## config.mk

```make
export PLATFORM = sky130hd
export DESIGN_NAME = pecint_top
export DESIGN_NICKNAME = d
export VERILOG_FILES = /design/src/hw/pecint_pkg.sv /design/src/hw/pecint_top.sv
export SDC_FILE = /design/constraint.sdc
export NUM_CORES = 1
export LEC_CHECK = 0
export ABC_AREA = 1
export BUFFER_PORTS_ARGS = -buffer_cell sky130_fd_sc_hd__clkbuf_2
export CORE_MARGIN = 2
export CORE_UTILIZATION = 45
export DETAILED_ROUTE_END_ITERATION = 10
export MAX_ROUTING_LAYER = met4
export PLACE_DENSITY = 0.69
export SETUP_SLACK_MARGIN = 0.4
export SLEW_MARGIN = 5
export SYNTH_ARGS = -nofsm -noshare
export SYNTH_HDL_FRONTEND = slang
export SYNTH_SLANG_ARGS = --single-unit
```

## constraint.sdc

```tcl
create_clock -name CLK_I -period 1.25 [get_ports CLK_I]
set_input_delay 0.0625 -clock CLK_I [delete_from_list [all_inputs] [get_ports CLK_I]]
set_output_delay 0.0625 -clock CLK_I [all_outputs]
set_load 0.005 [all_outputs]
```

## src/hw/pecint_pkg.sv

```systemverilog
package pecint_pkg;

	// ****************************************
	// Register map
	// ****************************************
	localparam int PECINT_NPINS = 6;
	localparam logic [7:0] PECINT_ADDR_RISE = 8'h00;
	localparam logic [7:0] PECINT_ADDR_FALL = 8'h04;
	localparam logic [7:0] PECINT_ADDR_FLAGS = 8'h08;
	localparam logic [7:0] PECINT_ADDR_STATUS = 8'h0C;
	localparam logic [7:0] PECINT_ADDR_MASK = 8'h10;
	localparam logic [5:0] PECINT_RESET_BITS = 6'h00;
	localparam logic [1:0] PECINT_RESP_OKAY = 2'h0;
	localparam logic [1:0] PECINT_RESP_SLVERR = 2'h2;

endpackage : pecint_pkg

```

## src/hw/pecint_top.sv

```systemverilog
`timescale 1ns/1ps
module pecint_top
	import pecint_pkg::*;
(
	// Clock, reset, enable
	input wire logic CLK_I,
	input wire logic RST_B_I,
	input wire logic CE_I,
	// Port pins
	input wire logic [5:0] PORT_PIN_I,
	// AXI4-Lite write
	input wire logic [7:0] AWADDR_I,
	input wire logic AWVALID_I,
	output logic AWREADY_O,
	input wire logic [31:0] WDATA_I,
	input wire logic [3:0] WSTRB_I,
	input wire logic WVALID_I,
	output logic WREADY_O,
	output logic [1:0] BRESP_O,
	output logic BVALID_O,
	input wire logic BREADY_I,
	// AXI4-Lite read
	input wire logic [7:0] ARADDR_I,
	input wire logic ARVALID_I,
	output logic ARREADY_O,
	output logic [31:0] RDATA_O,
	output logic [1:0] RRESP_O,
	output logic RVALID_O,
	input wire logic RREADY_I,
	// Events
	output logic CHANGE_SUMMARY_O,
	output logic IRQ_O
);

	// ****************************************
	// Pin synchronisers and edge detection
	// ****************************************
	logic [5:0] sync1_q;
	logic [5:0] sync2_q;
	logic [5:0] prev_q;
	logic [5:0] rise_arm_q;
	logic [5:0] fall_arm_q;
	logic [5:0] flags_q;
	logic summary_q;
	logic [1:0] status_q;
	logic [1:0] mask_q;
	logic [5:0] set_ev;

	always_ff @(posedge CLK_I) begin
		if (!RST_B_I) begin
			sync1_q <= PECINT_RESET_BITS;
			sync2_q <= PECINT_RESET_BITS;
			prev_q <= PECINT_RESET_BITS;
		end else if (CE_I) begin
			sync1_q <= PORT_PIN_I;
			sync2_q <= sync1_q;
			prev_q <= sync2_q;
		end
	end

	// One generate lane per pin: armed edges only, either direction.
	for (genvar i = 0; i < PECINT_NPINS; i++) begin : g_pin
		assign set_ev[i] = (rise_arm_q[i] & sync2_q[i] & ~prev_q[i]) |
			(fall_arm_q[i] & ~sync2_q[i] & prev_q[i]);
	end

	// ****************************************
	// AXI4-Lite handshake
	// ****************************************
	logic aw_q;
	logic w_q;
	logic [7:0] awaddr_q;
	logic [31:0] wdata_q;
	logic [3:0] wstrb_q;
	logic bvalid_q;
	logic [1:0] bresp_q;
	logic rvalid_q;
	logic [31:0] rdata_q;
	logic [1:0] rresp_q;
	logic wr_go;
	logic rd_go;
	logic wr_lane0;

	assign AWREADY_O = !aw_q && !bvalid_q;
	assign WREADY_O = !w_q && !bvalid_q;
	assign ARREADY_O = !rvalid_q;
	assign BVALID_O = bvalid_q;
	assign BRESP_O = bresp_q;
	assign RVALID_O = rvalid_q;
	assign RDATA_O = rdata_q;
	assign RRESP_O = rresp_q;
	assign wr_go = aw_q && w_q && !bvalid_q;
	assign rd_go = ARVALID_I && ARREADY_O && CE_I;
	assign wr_lane0 = wr_go && wstrb_q[0];

	always_ff @(posedge CLK_I) begin
		if (!RST_B_I) begin
			aw_q <= 1'b0;
			w_q <= 1'b0;
			awaddr_q <= 8'h00;
			wdata_q <= 32'h0000_0000;
			wstrb_q <= 4'h0;
			bvalid_q <= 1'b0;
			bresp_q <= PECINT_RESP_OKAY;
		end else if (CE_I) begin
			if (AWVALID_I && AWREADY_O) begin
				aw_q <= 1'b1;
				awaddr_q <= AWADDR_I;
			end
			if (WVALID_I && WREADY_O) begin
				w_q <= 1'b1;
				wdata_q <= WDATA_I;
				wstrb_q <= WSTRB_I;
			end
			if (wr_go) begin
				aw_q <= 1'b0;
				w_q <= 1'b0;
				bvalid_q <= 1'b1;
				case (awaddr_q)
					PECINT_ADDR_RISE, PECINT_ADDR_FALL, PECINT_ADDR_FLAGS,
					PECINT_ADDR_STATUS, PECINT_ADDR_MASK: bresp_q <= PECINT_RESP_OKAY;
					default: bresp_q <= PECINT_RESP_SLVERR;
				endcase
			end else if (bvalid_q && BREADY_I) begin
				bvalid_q <= 1'b0;
			end
		end
	end

	// ****************************************
	// Registers
	// ****************************************
	// plain enables
	always_ff @(posedge CLK_I) begin
		if (!RST_B_I) begin
			rise_arm_q <= PECINT_RESET_BITS;
			fall_arm_q <= PECINT_RESET_BITS;
			mask_q <= 2'h0;
		end else if (CE_I && wr_lane0) begin
			if (awaddr_q == PECINT_ADDR_RISE) begin
				rise_arm_q <= wdata_q[5:0];
			end
			if (awaddr_q == PECINT_ADDR_FALL) begin
				fall_arm_q <= wdata_q[5:0];
			end
			if (awaddr_q == PECINT_ADDR_MASK) begin
				mask_q <= wdata_q[1:0];
			end
		end
	end

	always_ff @(posedge CLK_I) begin
		if (!RST_B_I) begin
			flags_q <= PECINT_RESET_BITS;
		end else if (CE_I) begin
			if (wr_lane0 && awaddr_q == PECINT_ADDR_FLAGS) begin
				flags_q <= (flags_q & wdata_q[5:0]) | set_ev;
			end else begin
				flags_q <= flags_q | set_ev;
			end
		end
	end

	always_ff @(posedge CLK_I) begin
		if (!RST_B_I) begin
			summary_q <= 1'b0;
		end else if (CE_I) begin
			summary_q <= |set_ev ? 1'b1 : |flags_q;
		end
	end
	assign CHANGE_SUMMARY_O = summary_q;

	// Status bit 0 marks an edge, bit 1 is never set; a read clears, a set wins.
	logic [1:0] status_set;
	assign status_set = {1'b0, |set_ev};
	always_ff @(posedge CLK_I) begin
		if (!RST_B_I) begin
			status_q <= 2'h0;
		end else if (CE_I) begin
			if (rd_go && ARADDR_I == PECINT_ADDR_STATUS) begin
				status_q <= status_set;
			end else begin
				status_q <= status_q | status_set;
			end
		end
	end
	assign IRQ_O = |(status_q & mask_q);

	always_ff @(posedge CLK_I) begin
		if (!RST_B_I) begin
			rvalid_q <= 1'b0;
			rdata_q <= 32'h0000_0000;
			rresp_q <= PECINT_RESP_OKAY;
		end else if (CE_I) begin
			if (rd_go) begin
				rvalid_q <= 1'b1;
				rresp_q <= PECINT_RESP_OKAY;
				case (ARADDR_I)
					PECINT_ADDR_RISE: rdata_q <= {26'h0, rise_arm_q};
					PECINT_ADDR_FALL: rdata_q <= {26'h0, fall_arm_q};
					PECINT_ADDR_FLAGS: rdata_q <= {26'h0, flags_q};
					PECINT_ADDR_STATUS: rdata_q <= {30'h0, status_q};
					PECINT_ADDR_MASK: rdata_q <= {30'h0, mask_q};
					default: begin
						rdata_q <= 32'h0000_0000;
						rresp_q <= PECINT_RESP_SLVERR;
					end
				endcase
			end else if (rvalid_q && RREADY_I) begin
				rvalid_q <= 1'b0;
			end
		end
	end

endmodule // pecint_top

```

### Word-level counts from Yosys, hierarchy flattened

Cells that the tools add are included.

* register bits: 96
* latch bits: 0
* bits in writable memories: 0
* ROM bits: 0
* bits of input ports: 66
* output and inout port bits: 43
* word-level logic and storage cells: 128
* memories kept: 0

* add/subtract/negate cells: 0
* multipliers: 0
* div/mod/pow operators: 0
* magnitude comparators: 0
* equality and inequality tests: 8
* shift operators: 0
* mux-type cells: 14
* bitwise operators: 47
* reductions and logical operators: 40

Operator list (number)
* 8-bit by 4-bit equality test with 1-bit output (second input constant): 4
* 6-bit one-hot mux with 5 select lines: 1
* 1-bit bitwise AND: 24
* 2-bit AND reduction: 11
* 8-bit by 3-bit equality test with 1-bit output (second input constant): 2
* 8-bit by 5-bit equality test with 1-bit output (second input constant): 2
* 8-bit zero test: 2
* 1-bit logical AND: 14
* 1-bit inverter: 12
* 6-bit OR: 2
* 6-bit OR reduction: 2
* 5-bit OR reduction: 2
* 1-bit 2-to-1 mux: 9
* 2-bit nonzero test: 4
* 6-bit bitwise AND: 1
* 2-bit 2-to-1 mux: 3
* 6-bit 2-to-1 mux: 1
* 1-bit OR: 6
* 1-bit zero test: 4
* 2-bit bitwise AND: 1
* 2-bit by 1-bit OR with 2-bit output: 1
* 2-bit OR reduction: 1

### Depth between registers and ports, before layout

* depth after elaboration: 7
* depth in mapped cells: 8
* depth with buffers taken out: 7

### Worst setup path after synthesis

OpenSTA, ideal clock, no wires.

* path kind: reg2reg
* start: register bvalid_q, in the netlist BVALID_O
* end: register awaddr_q[5]
* setup time: 119 ps
* arrival: 1051 ps
* data required time: 1131 ps
* path slack: 79 ps
* cell stages (with the launch flop): 6
* buffers on the path: 1
* path through: dfxtp_1 > nor2_1 > nand3_1 > buf_4 > o21ai_0 > a21oi_1

* longest elaborated chain between the ends: 4

RTL lines
* start: declaration: line pecint_top.sv:75 `logic bvalid_q;`
* start signal: assignment: line pecint_top.sv:103 `bvalid_q <= 1'b0;`
* start signal: assignment: line pecint_top.sv:118 `bvalid_q <= 1'b1;`
* start signal: assignment: line pecint_top.sv:125 `bvalid_q <= 1'b0;`
* 1-bit zero test: line pecint_top.sv:84 `assign AWREADY_O = !aw_q && !bvalid_q;`
* 1-bit logical AND: line pecint_top.sv:84
* named net AWREADY_O: line pecint_top.sv:14 `output logic AWREADY_O,`
* 1-bit logical AND: line pecint_top.sv:106 `if (AWVALID_I && AWREADY_O) begin`
* 2-bit AND reduction (no source line)
* end signal: assignment: line pecint_top.sv:100 `awaddr_q <= 8'h00;`
* end signal: assignment: line pecint_top.sv:108 `awaddr_q <= AWADDR_I;`
* end: declaration: line pecint_top.sv:72 `logic [7:0] awaddr_q;`

The timed path passes the listed nets, and every way through them passes these cells.
A chain may end at the register's enable or synchronous reset.

### Final worst setup path

* start: register awaddr_q[5]
* end: register bresp_q[1], in the netlist BRESP_O[1]

* longest elaborated chain between the ends: 3

RTL lines
* 8-bit by 3-bit equality test with 1-bit output (tied with other cells): line pecint_top.sv:119 `case (awaddr_q)`
* 5-bit OR reduction *: line pecint_top.sv:119
* 2-bit 2-to-1 mux *: line pecint_top.sv:119
* end signal: assignment: line pecint_top.sv:104 `bresp_q <= PECINT_RESP_OKAY;`
* end signal: assignment: line pecint_top.sv:121 `PECINT_ADDR_STATUS, PECINT_ADDR_MASK: bresp_q <= PECINT_RESP_OKAY;`
* end signal: assignment: line pecint_top.sv:122 `default: bresp_q <= PECINT_RESP_SLVERR;`
* end: declaration: line pecint_top.sv:76 `logic [1:0] bresp_q;`

Every way passes the cells marked *; elsewhere a longest branch is shown, timed or not.

==> flow_summary.ini <==
[run_status]
status = finished with violations
violations = setup timing

[route]
via_per_inst = 5.00
drtAntennaViolNets = 0
drc_errors = 0
first_iter_violations = 157
wl_mm = 7.91
num_vias = 3047
drtPass1Iterations = 4
wire_per_inst_um = 13.0

[grt]
grt_use_total = 0.225
grt_pass1_wl_mm = 12.8
grt_pass1_vias = 2811
grt_max_degree = 23
gr-total-overflow = 0
antenna_found_initial = 0

[yosys]
ys_seq_area_frac = 0.434
synth-seq-cells = 67
synth_top_family_by_area = simple AND/OR/NAND/NOR gates
syn_inst = 418
synth_top_area_frac = 0.434
synth-adder-area-share = 0
syn_avg_cell_area_um2 = 7.39
ys_types = 27
ys_async_sr_fraction = 0
synth_edf_count = 0
yosysWarnings = 0
synth_compound_area_frac = 0.196
synth.largest_area_cell = dfxtp_1
ys_top_cells_by_count = dfxtp_1, o21ai_0, nand2_1
netlist_area_um2 = 3090
synth_area_leaders = dfxtp_1, o21ai_0, a21oi_1
synth_flop_cell = dfxtp_1
yosys.area_share.xor_xnor = 0
synth.area.mux_share = 0
synth_simple_gate_area_share = 0.228
synth_most_common_cell = dfxtp_1

[setup_path]
end_kind = register
critPathKind = reg2reg
crit_arrival_ns = 1.49
cp-start-kind = register
critical_path.max_fanout = 3
cp.required_ns = 1.48
r2r-start = awaddr_q[5]$_SDFFE_PN0P_
startpoint = awaddr_q[5]$_SDFFE_PN0P_

[placement]
place_area_um2 = 3460
port_buffers = 51
dp_hpwl_mm = 5.07
place_congestion = 0.836

[clocking]
cts_made_buffers = 9
cts_sinks = 67
clk_latency_ns = 0.35
cts_htree_levels = 3
clockBufferDepth = 2
cts_tree = done
cts_root_buf = clkbuf_8
clkSlewWorstSetupHoldPaths_ns = 0.07

[power]
p_int_uw = 3480
combPwrFrac = 0.143
cellLeakagePower_uw = 0.00187
vdd_drop_max_v = 0.000845
power_frac_clock = 0.375
switchingPower_uw = 1270
swShare = 0.267
pwr_density_cell_nw_per_um2 = 1080
p_total_uw = 4750
seqPwrFrac = 0.482

[timing]
clock.fmax_mhz = 792
finClkSkew_ns = 0.00767
min_period_ns = 1.26
worst_pin_slew_ns = 0.533
grt_setup_unrepaired = true
setup_viol = 1
drv_slew = 0
post-route-period-util = 1.01
hold_viol = 0
slew_headroom = 0.644
fin_ws_ns = -0.0130
hold_ws_ns = 0.0918

[floorplanning]
die_area_um2 = 7540
die_w_um = 86.9
fp-row-count = 30
die_y_um = 86.9
initial_core_util = 0.460
core_area_um2 = 6720
num_io_pins = 109

[finish]
area_delta_synth_final_pct = 42.0
drive_gt1_frac = 0.448
fillers = 564
design_area_um2 = 4390
utilization = 0.653
n_antenna_cell = 0
seq_area_um2 = 1390
nNetsFinal = 590
multi_input_area_um2 = 1750

[flow_run]
maxCapViolCount = 0

[hold_path]
holdCritStartpoint = AWVALID_I
hold_class = in2reg
## critical path, cell delays in order, from the launching register on
cell and delay, ns:
dfxtp_2 0.32, inv_2 0.07, nand3_4 0.10, nor3_4 0.25, buf_4 0.17, nor2_2 0.03, a22oi_1 0.14, nor2_1 0.05
## metal layers
metal	routed length, um	vias to the layer above	track usage
met1	3340	1390	0.271
met2	3980	96	0.371
met4	198	0	0.0980
li1	-	1543	-
met3	385	18	0.0370
met5	0	-	-
## kinds of logic (layout without fill, tap and decap cells)
kind of cell | after synthesis | after routing
flops | 67 | 67
compound gates | 116 | 116
buf+inv | 80 | 162
other cells | 1 | 28
simple gates | 154 | 156
## layout by cell type, fill, tap and decap left out, types with 2 or more instances in the layout
cell and instances:
conb_1 28, nand2_4 2, nor3_4 2, a21oi_1 32, dlygate4sd3_1 23, nand2_1 49
nor2_1 45, clkbuf_2 48, inv_1 18, buf_4 26, nand3_1 21, dfxtp_4 3
dfxtp_1 34, inv_2 16, o21ai_1 14, nand3_4 6, clkbuf_8 10, buf_6 10
clkinvlp_4 2, o21ai_2 26, a21oi_2 19, nand3_2 8, clkinv_2 3, dfxtp_2 30
nor2_2 7, nand2_2 8, o21ai_0 23, nor2_4 4
## flip-flops by register name, summed over array words and instances (netlist names), 2 cells and up
signal	count
RDATA_O	6
awaddr_q	8
fall_arm_q	6
flags_q	6
mask_q	2
prev_q	6
rise_arm_q	6
sync1_q	6
sync2_q	6
wdata_q	6
## final timing paths
check / end / slack [ns] / depth (start not counted)
setup / recovery: BRESP_O[1]$_SDFFE_PN0P_ / -0.01 / 7
setup reg to reg: BRESP_O[1]$_SDFFE_PN0P_ / -0.01 / 7
hold reg to reg: awaddr_q[7]$_SDFFE_PN0P_ / 0.47 / 2
hold / removal: awaddr_q[2]$_SDFFE_PN0P_ / 0.09 / 3
## area by class of cell
type / count / area share
inverters: 37 / 0.0342
clock inverters: 5 / 0.0120
clock buffers: 11 / 0.0322
multi-input cells: 300 / 0.399
flip-flops and latches: 67 / 0.317
repair buffers: 109 / 0.183
well taps: 80 / 0.0228
## power groups by stage
| stage | Combinational (uW) | Clock, uW | Sequential (uW) |
|---|---|---|---|
| finish | 682 | 1780 | 2290 |
| global route | 756 | 1920 | 2300 |
| CTS | 655 | 1820 | 2290 |
| detailed placement | 474 | 0 | 2330 |
| global placement | 463 | 0 | 2330 |
| floorplan | 386 | 0 | 2320 |
## metrics by stage
step / instances / TNS, ns / setup WS (ns)
2_1_floorplan: 445 / 0 / 0.112
3_3_place_gp: 545 / -0.00944 / -0.00944
3_5_place_dp: 545 / -0.104 / -0.0663
4_1_cts: 605 / -0.0985 / -0.0319
5_1_grt: 609 / -1.24 / -0.103
6_report: 609 / -0.0130 / -0.0130
## timing repair
action,in CTS,in global routing
pin swaps,42,27
gates resized for setup,90,31
gates cloned,2,0
setup buffers,19,4
hold buffers,23,0
hold endpoints to repair,23,0
setup endpoints to repair,64,64
Note: power is estimated with default switching activity, not from simulation.
